===== src/logic/tca_pkg.sv =====
// Shared constants for the transfer controller activation and normal-mode engine.
package tca_pkg;
  localparam int NSRC = 21;
  localparam logic [23:0] VEC_BASE = 24'h000400;
  localparam logic [7:0] RAM_PAGE = 8'hFF;
  localparam logic [23:0] DESC_STRIDE = 24'h00000C;
  localparam logic [2:0] DESC_LAST = 3'h5;
  localparam int FIFO_WIDTH = 16;
  localparam int FIFO_DEPTH = 8;
  // Mode word A fields.
  localparam int MA_SRC_MODE = 6;
  localparam int MA_DST_MODE = 4;
  localparam int MA_SIZE = 0;
  // Mode word B fields.
  localparam int MB_CHAIN = 7;
  localparam int MB_INTERRUPT_EACH_TRANSFER_SELECT = 6;
  localparam logic [1:0] ADDR_INC = 2'h2;
  localparam logic [1:0] ADDR_DEC = 2'h3;
  localparam int VEC_ENABLE = 7;
  localparam logic [31:0] EN_RESET = 32'h00000000;
  localparam logic [7:0] VEC_RESET = 8'h00;
  // Vector numbers of the hardware sources, highest priority first.
  localparam logic [6:0] SRC_VEC [0:NSRC-1] = '{
    7'h10, 7'h11, 7'h12, 7'h13, 7'h1C, 7'h30, 7'h31, 7'h34, 7'h36, 7'h40, 7'h41,
    7'h44, 7'h45, 7'h48, 7'h49, 7'h51, 7'h52, 7'h55, 7'h56, 7'h5C, 7'h5E};
  // Enable bit index of each source: A7 is bit 31, D0 is bit 0.
  localparam logic [4:0] SRC_EN [0:NSRC-1] = '{
    5'h1F, 5'h1E, 5'h1D, 5'h1C, 5'h1B, 5'h1A, 5'h19, 5'h18, 5'h17, 5'h12, 5'h11,
    5'h10, 5'h0F, 5'h0E, 5'h0D, 5'h0A, 5'h09, 5'h08, 5'h07, 5'h04, 5'h03};
endpackage


===== src/logic/tca_fifo.sv =====
// Data FIFO between the read and write phases of a transfer.
`timescale 1ns/1ps
module tca_fifo #(
  parameter int WIDTH = tca_pkg::FIFO_WIDTH,
  parameter int DEPTH = tca_pkg::FIFO_DEPTH
) (
  input wire logic clk_i,
  input wire logic srst_i,
  input wire logic in_valid_i,
  output logic in_ready_o,
  input wire logic [WIDTH-1:0] in_data_i,
  output logic out_valid_o,
  input wire logic out_ready_i,
  output logic [WIDTH-1:0] out_data_o
);
  localparam int AW = $clog2(DEPTH);
  localparam logic [AW:0] FULL = (AW+1)'(DEPTH);
  logic [WIDTH-1:0] mem [0:DEPTH-1];
  logic [AW-1:0] wr_ptr_reg;
  logic [AW-1:0] rd_ptr_reg;
  logic [AW:0] count_reg;
  logic push;
  logic pop;

  // Handshakes on both sides; full and empty come from the fill count.
  assign in_ready_o = (count_reg != FULL);
  assign out_valid_o = (count_reg != '0);
  assign out_data_o = mem[rd_ptr_reg];
  assign push = in_valid_i && in_ready_o;
  assign pop = out_valid_o && out_ready_i;

  // Storage array, written only on an accepted push.
  always_ff @(posedge clk_i) begin
    if (push) begin
      mem[wr_ptr_reg] <= in_data_i;
    end
  end

  // Pointers and fill count.
  always_ff @(posedge clk_i) begin
    if (srst_i) begin
      wr_ptr_reg <= '0;
      rd_ptr_reg <= '0;
      count_reg <= '0;
    end else begin
      if (push) begin
        wr_ptr_reg <= wr_ptr_reg + 1'b1;
      end
      if (pop) begin
        rd_ptr_reg <= rd_ptr_reg + 1'b1;
      end
      if (push && !pop) begin
        count_reg <= count_reg + 1'b1;
      end else if (pop && !push) begin
        count_reg <= count_reg - 1'b1;
      end
    end
  end
endmodule


===== src/logic/tca_transfer_ctrl.sv =====
// Transfer controller: activation routing, vector fetch, normal-mode transfer.
//
// Overview of operation
// - Enable bit 1 routes request here, 0 CPU.
// - Start on routed request or vector write.
// - Software run, no interrupt, count left: clear enable.
// - Software run otherwise: keep enable, interrupt CPU.
// - Hardware run, no interrupt, count left: keep enable, clear flag.
// - Hardware run otherwise: clear enable, pass interrupt.
// - Flag updates only after last chained transfer.
// - Routed requests ignore CPU mask and priorities.
// - Fixed priority, software first, last source lowest.
// - Software vector address is base plus field shifted.
// - Read vector, then descriptor from that start.
// - Vector entry is two bytes, RAM low bits.
// - Converter end source uses vector 28, bit A3.
// - Serial 0 receive uses vector 81, bit C2.
// - Descriptor order: modeA, source, modeB, dest, counts.
// - Normal mode moves one byte or word.
// - Count spans 1 to 65536, then interrupt.
// - Count word A counts, count word B ignored.
// - 24-bit addresses step up, down or stay.
// - Updated descriptor is written back to memory.
// - Enable write 1 always, 0 after reading 1.
// - Chain bit set runs next descriptor too.
`timescale 1ns/1ps
module tca_transfer_ctrl (
  input wire logic clk_i,
  input wire logic srst_i,
  input wire logic [20:0] irq_src_i,
  input wire logic en_wr_i,
  input wire logic [31:0] en_wdata_i,
  input wire logic vec_wr_i,
  input wire logic [7:0] vec_wdata_i,
  input wire logic vec_rd_i,
  output logic [31:0] transfer_enable_o,
  output logic [7:0] soft_vector_o,
  output logic [20:0] cpu_irq_o,
  output logic soft_cpu_irq_o,
  output logic [20:0] src_flag_clr_o,
  output logic busy_o,
  output logic mem_req_o,
  output logic mem_we_o,
  output logic mem_word_o,
  output logic [23:0] mem_addr_o,
  output logic [15:0] mem_wdata_o,
  input wire logic mem_ack_i,
  input wire logic [15:0] mem_rdata_i
);
  typedef enum logic [2:0] {
    S_IDLE, S_VEC, S_DESC, S_DRD, S_DWR, S_WB, S_DONE, S_SETTLE
  } tca_state_t;
  tca_state_t state_reg;
  logic [31:0] en_reg;
  logic [7:0] vec_reg, mode_a_reg, mode_b_reg;
  logic sw_pend_reg, read_armed_reg, is_sw_reg, ended_reg, req_reg, we_reg, word_reg;
  logic soft_irq_reg, busy_reg, interrupt_each_transfer_select, stop_here, done_w;
  logic fifo_in_valid, fifo_in_ready, fifo_out_valid, fifo_out_ready;
  logic [23:0] src_reg, dst_reg, desc_base_reg, addr_reg, sw_vec_addr_w;
  logic [15:0] cnt_a_reg, cnt_b_reg, wdata_reg, wb_half, fifo_out_data;
  logic [2:0] idx_reg;
  logic [4:0] src_idx_reg, pick_idx, en_idx_w;
  logic [20:0] cpu_irq_reg, clr_reg, route_mask, pending, onehot_w;
  // Vector table address for a vector number.
  function automatic logic [23:0] vec_addr(input logic [6:0] num);
    return tca_pkg::VEC_BASE + {16'h0000, num, 1'b0};
  endfunction
  // Address step after a transfer: up, down or fixed by the mode field.
  function automatic logic [23:0] step_addr(input logic [23:0] a, input logic [1:0] m,
                                            input logic w);
    logic [23:0] d;
    d = w ? 24'h000002 : 24'h000001;
    if (m == tca_pkg::ADDR_INC) begin
      return a + d;
    end else if (m == tca_pkg::ADDR_DEC) begin
      return a - d;
    end
    return a;
  endfunction
  // Lowest source index wins among the pending requests.
  function automatic logic [4:0] pick(input logic [20:0] p);
    logic [4:0] r;
    r = 5'h00;
    for (int i = tca_pkg::NSRC - 1; i >= 0; i--) begin
      if (p[i]) begin
        r = 5'(i);
      end
    end
    return r;
  endfunction
  // Routing mask per source and requests that may start the engine.
  always_comb begin
    for (int i = 0; i < tca_pkg::NSRC; i++) begin
      route_mask[i] = en_reg[tca_pkg::SRC_EN[i]];
    end
    pending = irq_src_i & route_mask;
    pick_idx = pick(pending);
  end
  // Descriptor halfword for write-back, in memory order.
  always_comb begin
    unique case (idx_reg)
      3'h0: wb_half = {mode_a_reg, src_reg[23:16]};
      3'h1: wb_half = src_reg[15:0];
      3'h2: wb_half = {mode_b_reg, dst_reg[23:16]};
      3'h3: wb_half = dst_reg[15:0];
      3'h4: wb_half = cnt_a_reg;
      default: wb_half = cnt_b_reg;
    endcase
  end
  assign interrupt_each_transfer_select = mode_b_reg[tca_pkg::MB_INTERRUPT_EACH_TRANSFER_SELECT];
  assign stop_here = interrupt_each_transfer_select || ended_reg;
  assign en_idx_w = tca_pkg::SRC_EN[src_idx_reg];
  assign onehot_w = 21'h000001 << src_idx_reg;
  assign done_w = (state_reg == S_DONE);
  assign sw_vec_addr_w = vec_addr(vec_reg[6:0]);
  assign fifo_in_valid = (state_reg == S_DRD) && req_reg && mem_ack_i;
  assign fifo_out_ready = (state_reg == S_DWR) && !req_reg && fifo_out_valid;
  tca_fifo #(.WIDTH(tca_pkg::FIFO_WIDTH), .DEPTH(tca_pkg::FIFO_DEPTH)) u_fifo (
    .clk_i(clk_i), .srst_i(srst_i), .in_valid_i(fifo_in_valid), .in_ready_o(fifo_in_ready),
    .in_data_i(mem_rdata_i), .out_valid_o(fifo_out_valid), .out_ready_i(fifo_out_ready),
    .out_data_o(fifo_out_data));
  // Sequencer: vector read, descriptor read, data move, write-back, chaining.
  always_ff @(posedge clk_i) begin
    if (srst_i) begin
      state_reg <= S_IDLE;
      req_reg <= 1'b0;
      we_reg <= 1'b0;
      word_reg <= 1'b0;
      addr_reg <= 24'h000000;
      wdata_reg <= 16'h0000;
      idx_reg <= 3'h0;
      is_sw_reg <= 1'b0;
      src_idx_reg <= 5'h00;
      desc_base_reg <= 24'h000000;
      mode_a_reg <= 8'h00;
      mode_b_reg <= 8'h00;
      src_reg <= 24'h000000;
      dst_reg <= 24'h000000;
      cnt_a_reg <= 16'h0000;
      cnt_b_reg <= 16'h0000;
      ended_reg <= 1'b0;
    end else begin
      unique case (state_reg)
        S_IDLE: begin
          if (sw_pend_reg || (|pending)) begin
            is_sw_reg <= sw_pend_reg;
            src_idx_reg <= pick_idx;
            addr_reg <= sw_pend_reg ? sw_vec_addr_w : vec_addr(tca_pkg::SRC_VEC[pick_idx]);
            req_reg <= 1'b1;
            we_reg <= 1'b0;
            word_reg <= 1'b1;
            state_reg <= S_VEC;
          end
        end
        S_VEC: begin
          if (mem_ack_i) begin
            desc_base_reg <= {tca_pkg::RAM_PAGE, mem_rdata_i};
            addr_reg <= {tca_pkg::RAM_PAGE, mem_rdata_i};
            idx_reg <= 3'h0;
            state_reg <= S_DESC;
          end
        end
        S_DESC: begin
          if (mem_ack_i) begin
            unique case (idx_reg)
              3'h0: {mode_a_reg, src_reg[23:16]} <= mem_rdata_i;
              3'h1: src_reg[15:0] <= mem_rdata_i;
              3'h2: {mode_b_reg, dst_reg[23:16]} <= mem_rdata_i;
              3'h3: dst_reg[15:0] <= mem_rdata_i;
              3'h4: cnt_a_reg <= mem_rdata_i;
              default: cnt_b_reg <= mem_rdata_i;
            endcase
            addr_reg <= addr_reg + 24'h000002;
            idx_reg <= idx_reg + 3'h1;
            if (idx_reg == tca_pkg::DESC_LAST) begin
              req_reg <= 1'b0;
              state_reg <= S_DRD;
            end
          end
        end
        S_DRD: begin
          if (!req_reg && fifo_in_ready) begin
            req_reg <= 1'b1;
            we_reg <= 1'b0;
            word_reg <= mode_a_reg[tca_pkg::MA_SIZE];
            addr_reg <= src_reg;
          end else if (req_reg && mem_ack_i) begin
            req_reg <= 1'b0;
            state_reg <= S_DWR;
          end
        end
        S_DWR: begin
          if (fifo_out_ready) begin
            req_reg <= 1'b1;
            we_reg <= 1'b1;
            addr_reg <= dst_reg;
            wdata_reg <= fifo_out_data;
          end else if (req_reg && mem_ack_i) begin
            req_reg <= 1'b0;
            src_reg <= step_addr(src_reg, mode_a_reg[tca_pkg::MA_SRC_MODE +: 2], word_reg);
            dst_reg <= step_addr(dst_reg, mode_a_reg[tca_pkg::MA_DST_MODE +: 2], word_reg);
            cnt_a_reg <= cnt_a_reg - 16'h0001;
            ended_reg <= (cnt_a_reg == 16'h0001);
            idx_reg <= 3'h0;
            state_reg <= S_WB;
          end
        end
        S_WB: begin
          if (!req_reg) begin
            req_reg <= 1'b1;
            we_reg <= 1'b1;
            word_reg <= 1'b1;
            addr_reg <= desc_base_reg + {20'h00000, idx_reg, 1'b0};
            wdata_reg <= wb_half;
          end else if (mem_ack_i) begin
            req_reg <= 1'b0;
            idx_reg <= idx_reg + 3'h1;
            if (idx_reg == tca_pkg::DESC_LAST) begin
              if (mode_b_reg[tca_pkg::MB_CHAIN]) begin
                desc_base_reg <= desc_base_reg + tca_pkg::DESC_STRIDE;
                addr_reg <= desc_base_reg + tca_pkg::DESC_STRIDE;
                idx_reg <= 3'h0;
                req_reg <= 1'b1;
                we_reg <= 1'b0;
                state_reg <= S_DESC;
              end else begin
                state_reg <= S_DONE;
              end
            end
          end
        end
        S_DONE: begin
          state_reg <= S_SETTLE;
        end
        S_SETTLE: begin
          state_reg <= S_IDLE;
        end
      endcase
    end
  end
  // Per-source enable bits; a software write wins over the hardware clear.
  always_ff @(posedge clk_i) begin
    if (srst_i) begin
      en_reg <= tca_pkg::EN_RESET;
    end else if (en_wr_i) begin
      en_reg <= en_wdata_i;
    end else if (done_w && !is_sw_reg && stop_here) begin
      en_reg[en_idx_w] <= 1'b0;
    end
  end
  // Software vector and its enable; a write of 0 clears it only after a read of 1.
  always_ff @(posedge clk_i) begin
    if (srst_i) begin
      vec_reg <= tca_pkg::VEC_RESET;
      sw_pend_reg <= 1'b0;
      read_armed_reg <= 1'b0;
    end else begin
      if (vec_rd_i) begin
        read_armed_reg <= vec_reg[tca_pkg::VEC_ENABLE];
      end
      if (state_reg == S_IDLE && sw_pend_reg) begin
        sw_pend_reg <= 1'b0;
      end
      if (done_w && is_sw_reg && !stop_here) begin
        vec_reg[tca_pkg::VEC_ENABLE] <= 1'b0;
      end
      if (vec_wr_i) begin
        vec_reg[6:0] <= vec_wdata_i[6:0];
        read_armed_reg <= 1'b0;
        if (vec_wdata_i[tca_pkg::VEC_ENABLE]) begin
          vec_reg[tca_pkg::VEC_ENABLE] <= 1'b1;
          sw_pend_reg <= 1'b1;
        end else if (read_armed_reg) begin
          vec_reg[tca_pkg::VEC_ENABLE] <= 1'b0;
        end
      end
    end
  end
  // Registered outputs toward the CPU and the interrupt sources.
  always_ff @(posedge clk_i) begin
    if (srst_i) begin
      cpu_irq_reg <= 21'h000000;
      soft_irq_reg <= 1'b0;
      clr_reg <= 21'h000000;
      busy_reg <= 1'b0;
    end else begin
      cpu_irq_reg <= irq_src_i & ~route_mask;
      soft_irq_reg <= done_w && is_sw_reg && stop_here;
      clr_reg <= (done_w && !is_sw_reg && !stop_here) ? onehot_w : 21'h000000;
      busy_reg <= (state_reg != S_IDLE);
    end
  end
  assign transfer_enable_o = en_reg;
  assign soft_vector_o = vec_reg;
  assign cpu_irq_o = cpu_irq_reg;
  assign soft_cpu_irq_o = soft_irq_reg;
  assign src_flag_clr_o = clr_reg;
  assign busy_o = busy_reg;
  assign mem_req_o = req_reg;
  assign mem_we_o = we_reg;
  assign mem_word_o = word_reg;
  assign mem_addr_o = addr_reg;
  assign mem_wdata_o = wdata_reg;
endmodule


===== config.mk =====
export PLATFORM = sky130hd
export DESIGN_NAME = tca_transfer_ctrl
export DESIGN_NICKNAME = d
export VERILOG_FILES = /design/src/logic/tca_pkg.sv /design/src/logic/tca_fifo.sv /design/src/logic/tca_transfer_ctrl.sv
export SDC_FILE = /design/constraint.sdc
export NUM_CORES = 1
export LEC_CHECK = 0
export BUFFER_PORTS_ARGS = -buffer_cell sky130_fd_sc_hd__buf_2
export CORE_ASPECT_RATIO = 1.75
export CORE_MARGIN = 3
export CORE_UTILIZATION = 60
export CTS_CLUSTER_DIAMETER = 150
export CTS_CLUSTER_SIZE = 40
export DETAILED_ROUTE_END_ITERATION = 8
export PLACE_DENSITY = 0.83
export SLEW_MARGIN = 20
export SYNTH_ARGS = -nofsm -noshare
export SYNTH_HDL_FRONTEND = slang
export SYNTH_SLANG_ARGS = --single-unit
export TNS_END_PERCENT = 10

===== constraint.sdc =====
create_clock -name clk_i -period 3.8 [get_ports clk_i]
set_clock_uncertainty 0.2 [all_clocks]
set_input_delay 0.76 -clock clk_i [delete_from_list [all_inputs] [get_ports clk_i]]
set_output_delay 0.76 -clock clk_i [all_outputs]
set_load 0.01 [all_outputs]

# --- Word-level counts from Yosys, hierarchy flattened ---
# Memories as Yosys holds them, arrays and structs flattened. A register that Yosys moved wholly into a read port is not among the register bits.
# Cells that the tools add are included.
totals:
  mem_count: 3
  word_cells: 307
  input_bits: 83
  mem_bits_ro: 384
  reg_bits: 272
  output_inout_bits: 127
  mem_bits_rw: 128
op_classes:
  magnitude_cmp: 4
  n_mux: 139
  n_addsub: 15
  n_eq_ne: 43
  n_reduce_logical: 61
  n_shift: 1
  bitwise_logic: 10
mem_list:
  columns: ["name", "depth", "width", "rd", "rd_ports_with_merged_regs", "wr", "line_no", "rtl"]
  rows:
  - ["(no name shown)", 32, 7, 1, 0, 0, "tca_transfer_ctrl.sv:148", "addr_reg <= sw_pend_reg ? sw_vec_addr_w : vec_addr(tca_pkg::SRC_VEC[pick_idx]);"]
  - ["(no name shown)", 32, 5, 1, 0, 0, "tca_transfer_ctrl.sv:112", "assign en_idx_w = tca_pkg::SRC_EN[src_idx_reg];"]
  - ["u_fifo.mem", 8, 16, 1, 1, 1, "tca_fifo.sv:18", "logic [WIDTH-1:0] mem [0:DEPTH-1];"]
ops:
  columns: ["operator", "n"]
  rows:
  - ["$mux 24", 22]
  - ["$pmux 24 s2", 3]
  - ["$pmux 24 s6", 1]
  - ["$mux 16", 8]
  - ["$mux 5", 23]
  - ["$pmux 16 s5", 1]
  - ["$mux 3", 22]
  - ["$mux 32", 2]
  - ["$pmux 16 s2", 2]
  - ["$and 21x21->21", 2]
  - ["$mux 1", 40]
  - ["$and 32x32->32", 1]
  - ["$not 32->32", 1]
  - ["$reduce_and 6->1", 5]
  - ["$add 11x8->12 const A", 2]
  - ["$add 24x2->24", 1]
  - ["$add 24x2->24 const B", 1]
  - ["$add 24x24->24", 1]
  - ["$add 24x4->24", 1]
  - ["$add 24x4->24 const B", 1]
  - ["$mux 8", 3]
  - ["$pmux 3 s8", 1]
  - ["$sub 24x2->24", 1]
  - ["$sub 24x24->24", 1]
  - ["48 further kinds", 127]

# --- Logic depth before layout (Yosys ltp) ---
logic_depth:
  ltp_word: 30
  depth_mapped: 14
  ltp_nobuf: 12

# --- Hierarchy ---
# Synthesis repeated with hierarchy kept, for this count alone.
unflattened:
  cells_unflattened: 2316
  area_unflattened_um2: 21386.8
modules_own_cells:
  columns: ["mod", "instances", "area_each_um2", "cells_each"]
  rows:
  - ["tca_transfer_ctrl", 1, 15831.4, 2058]
  - ["tca_fifo", 1, 5555.3, 258]

# --- Least setup slack after synthesis ---
# OpenSTA, ideal clock, no wires.
synth_timing:
  kind: "input to register"
  start: "input mem_ack_i"
  end: "memory u_fifo.mem[3][0] (netlist bit), enable pin"
  setup_ns: 0.413
  required_ns: 3.187
  setup_slack_ns: 0.241
  arrival_ns: 2.946
  path_buffers: 0
  cell_stages: 5
  path_cell_list: "nand2_1 > or3_1 > nor2_1 > nand2_1 > nor3b_1"
synth_between:
  elab_chain_cells: 4
synth_lines:
  columns: ["element", "line_no", "rtl"]
  rows:
  - ["start, declared", "tca_transfer_ctrl.sv:47", "input wire logic mem_ack_i,"]
  - ["$logic_and 1x1->1", "tca_transfer_ctrl.sv:116", "assign fifo_in_valid = (state_reg == S_DRD) && req_reg && mem_ack_i;"]
  - ["$logic_and 1x1->1", "tca_fifo.sv:29", "assign push = in_valid_i && in_ready_o;"]
  - ["net u_fifo.push", "tca_fifo.sv:22", "logic push;"]
  - ["$mux 1", "tca_fifo.sv:34", "if (push) begin"]
  - ["$mux 1 (not written as such)", "tca_fifo.sv:35", "mem[wr_ptr_reg] <= in_data_i;"]
  - ["end, declared", "tca_fifo.sv:18", null]
# The timed path passes the listed nets, and every way through them passes these cells.

# --- Worst setup path in the final report ---
layout_timing:
  start: "register idx_reg[2]"
  end: "register wdata_reg[0] (netlist: mem_wdata_o[0])"
layout_between:
  elab_chain_cells: 4
  word_cells_on_any_way: 8
  classes_between: "eq/ne: 4; mux: 3; reduce/logical: 1"
layout_lines:
  columns: ["element", "line_no", "rtl"]
  rows:
  - ["start, declared", "tca_transfer_ctrl.sv:61", "logic [2:0] idx_reg;"]
  - ["start signal, assigned", "tca_transfer_ctrl.sv:174", "idx_reg <= idx_reg + 3'h1;"]
  - ["start signal, assigned", "tca_transfer_ctrl.sv:217", "idx_reg <= idx_reg + 3'h1;"]
  - ["$eq 3x3->1, or another cell as far along", "tca_transfer_ctrl.sv:101", "unique case (idx_reg)"]
  - ["$pmux 16 s5 *", "tca_transfer_ctrl.sv:101", null]
  - ["$mux 16 *", "tca_transfer_ctrl.sv:209", "if (!req_reg) begin"]
  - ["$pmux 16 s2 *", "tca_transfer_ctrl.sv:143", "unique case (state_reg)"]
  - ["end signal, assigned", "tca_transfer_ctrl.sv:197", "wdata_reg <= fifo_out_data;"]
  - ["end signal, assigned", "tca_transfer_ctrl.sv:214", "wdata_reg <= wb_half;"]
  - ["end, declared", "tca_transfer_ctrl.sv:60", "logic [15:0] cnt_a_reg, cnt_b_reg, wdata_reg, wb_half, fifo_out_data;"]
# Every way passes the cells marked *; elsewhere a longest branch is shown, timed or not. The select of a mux whose other input is x is not followed.
# A chain may end at the register's enable or synchronous reset.

==> flow_summary_export.csv <==
group,metric,value,unit
floorplan,die_area,37900,sq um
clock_network,clock_latency,0.57,ns
sta,min_period_over_period,92.1,%
worst_setup_path,crit_arrival,3.74,ns
routing,wl_per_cell,24.9,um
routing,post-route-drc-count,0,
sta,drv_slew,0,
layout,design_area,23300,sq um
logic_synthesis,synth_area_leaders,"dfxtp_1 (26%), edfxtp_1 (18%), nor2_1 (5.3%)",
sta,rsz0062_at_grt,"no",
logic_synthesis,ys_warn_count,0,
sta,relSlewSlack,28.7,%
layout,nets,2581,
clock_network,clock_path_buffers,3,
floorplan,core-area,34800,sq um
routing,route.met3.wl,6910,um
routing,routed_wirelength,72100,um
global_routing,grt_use_total,36.9,%
routing,drt_iter0_markers,2156,
clock_network,clkSinkCount,403,
routing,antenna_left,0,
floorplan,die_y,255,um
floorplan,die_x,148,um
global_routing,grt.overflow.total,0,
worst_setup_path,r2r-start,"idx_reg[2]",
logic_synthesis,synth-edff-count,128,
status,status,"completed",
routing,highest_layer,"met5",
worst_setup_path,required,4.04,ns
worst_setup_path,start_kind,"flip-flop",
power,vdd_drop_max,0.000386,V
layout,top_register,"u_fifo.mem",
layout,layout-drive-gt1-share,15.5,%
clock_network,path_clk_slew,0.14,ns
layout,largest_reg_flops,128,
worst_setup_path,end_kind,"flip-flop",
worst_setup_path,critPathLaunch,"idx_reg[2]",
global_routing,grt_max_degree,107,
global_routing,grt_pass1_wl,110000,um
logic_synthesis,yosysSeqAreaShare,43.9,%
placement,placed_area,22900,sq um
sta,hold_viol_final,0,
logic_synthesis,syn_nets,2441,
job,cap_violations,0,
clock_network,htreeDepth,1,
layout,areaGrowthSynthToFinish,9.50,%
sta,tns,0,ns
min_path,worst_hold_startpoint,"en_wdata_i[23]",
clock_network,post_cts_resized,0,
sta,fmax,0.286,GHz
sta,finalSetupViolCount,0,
global_routing,antenna_found_initial,3,
floorplan,rows,90,
clock_network,root_buffer,"clkbuf_16",
logic_synthesis,synth_area_per_cell,9.32,sq um
logic_synthesis,yosysTopAreaCell,"dfxtp_1",
routing,num_vias,19600,
routing,drt_pre_antenna_iters,8,
logic_synthesis,yosysMostFrequentCell,"nor2_1",
logic_synthesis,yosysTopAreaCellShare,25.8,%
placement,io_buffers,209,
power,p_leak,0.00885,uW
floorplan,io_pins,210,
placement,globalplace.congestion,1.06,
global_routing,grt_pass1_vias,18700,
placement,dp_hpwl,51800,um
logic_synthesis,ys_ff_latch,403,
logic_synthesis,async_flop_share,0,%
logic_synthesis,synth.cell_area,21300,sq um
worst_setup_path,cp_max_fo,19,
sta,fin_crit,3.50,ns
logic_synthesis,synthFlopType,"dfxtp_1",
worst_setup_path,worst-setup-path-type,"flip-flop to flip-flop",
clock_network,post-cts-setup-buffers,0,
sta,worstMarginPinSlew,1.06,ns
clock_network,cts_made_buffers,14,
power,powerDensity,503,nW/um^2
clock_network,postCtsHoldBufs,0,
clock_network,cts_tree,"done",
min_path,hold_class,"input pin to flip-flop",
logic_synthesis,syn_inst,2286,
routing,drt-met1-wl,24300,um
routing,dr_wl_met2,33900,um
floorplan,initial_core_util,61.3,%
logic_synthesis,synth_common_cells,"nor2_1 (299), dfxtp_1 (275), a21oi_1 (178)",
routing,viasPerCell,6.76,
logic_synthesis,synthDistinctLibCells,93,
==> kinds of logic after synthesis <==
| logic type | synth area share [%] |
|---|---|
| DFF | 43.9 |
| muxes | 7.65 |
| adders and majority gates | 4.37 |
| xor gates and xnor gates | 3.04 |
| AOI/OAI and AO/OA | 21.1 |
| buffers and inverters | 3.65 |
| and+or+nand+nor | 16.3 |
==> where the power goes <==
part	switching [uW]	total (uW)	leakage, uW	internal, uW
Sequential	564	5310	0.00339	4740
Clock	1340	2060	0.000198	724
Combinational	2690	4360	0.00527	1670
==> cells in the final DEF, fill, tap and decap left out, drive strengths merged, types with 49 or more instances in the layout <==
cell type	instances
buf	275
dfxtp	275
a21oi	178
mux2i	83
nand2	176
a211oi	62
nor2	300
nor3	51
edfxtp	128
xnor2	49
nand3	51
o21ai	160
ha	68
==> metrics by stage <==
stage | setup slack, ns | instances | hold WS, ns | util, % | total power (uW)
3_5_place_dp | 0.480 | 2870 | 0.254 | 65.8 | 9570
4_1_cts | 0.471 | 2892 | 0.216 | 67.0 | 11600
3_3_place_gp | 0.535 | 2870 | 0.250 | 65.8 | 9480
2_1_floorplan | 0.241 | 2286 | 0.236 | - | 8160
5_1_grt | 0.165 | 2892 | 0.227 | 67.1 | 12300
6_report | 0.300 | 2895 | 0.231 | 67.1 | 11700
==> worst max-delay path, stage by stage (launching register included) <==
cell,delay (ns)
dfxtp_1,0.69
buf_4,0.29
inv_1,0.08
ha_1,0.46
a222oi_1,0.43
o21ai_0,0.46
a211oi_1,0.49
a211oi_1,0.09
a21oi_1,0.14
nor2_1,0.05
==> final timing paths <==
kind              cells past startpoint                     to  slack [ns]
setup / recovery                      9         mem_wdata_o[0]        0.30
hold reg to reg                       2          mode_a_reg[3]        0.28
hold / removal                        3  transfer_enable_o[23]        0.23
setup reg to reg                      9         mem_wdata_o[0]        0.30
==> per-layer routing <==
| metal | vias up | GRT usage (%) |
|---|---|---|
| met2 | 1133 | 60.7 |
| met4 | 4 | 28.3 |
| li1 | 8783 | - |
| met1 | 9321 | 41.0 |
| met5 | - | 0 |
| met3 | 327 | 8.35 |
==> final cells by class <==
cell class / count / area, sq um
inverters: 41 / 154
diodes: 3 / 7.51
multi-input cells: 1691 / 11200
well taps: 460 / 576
flip-flops and latches: 403 / 9350
clock inverters: 2 / 46.3
fillers: 2806 / 11500
repair buffers: 275 / 1590
clock buffers: 20 / 373
Power figures use the tool's default switching activity.
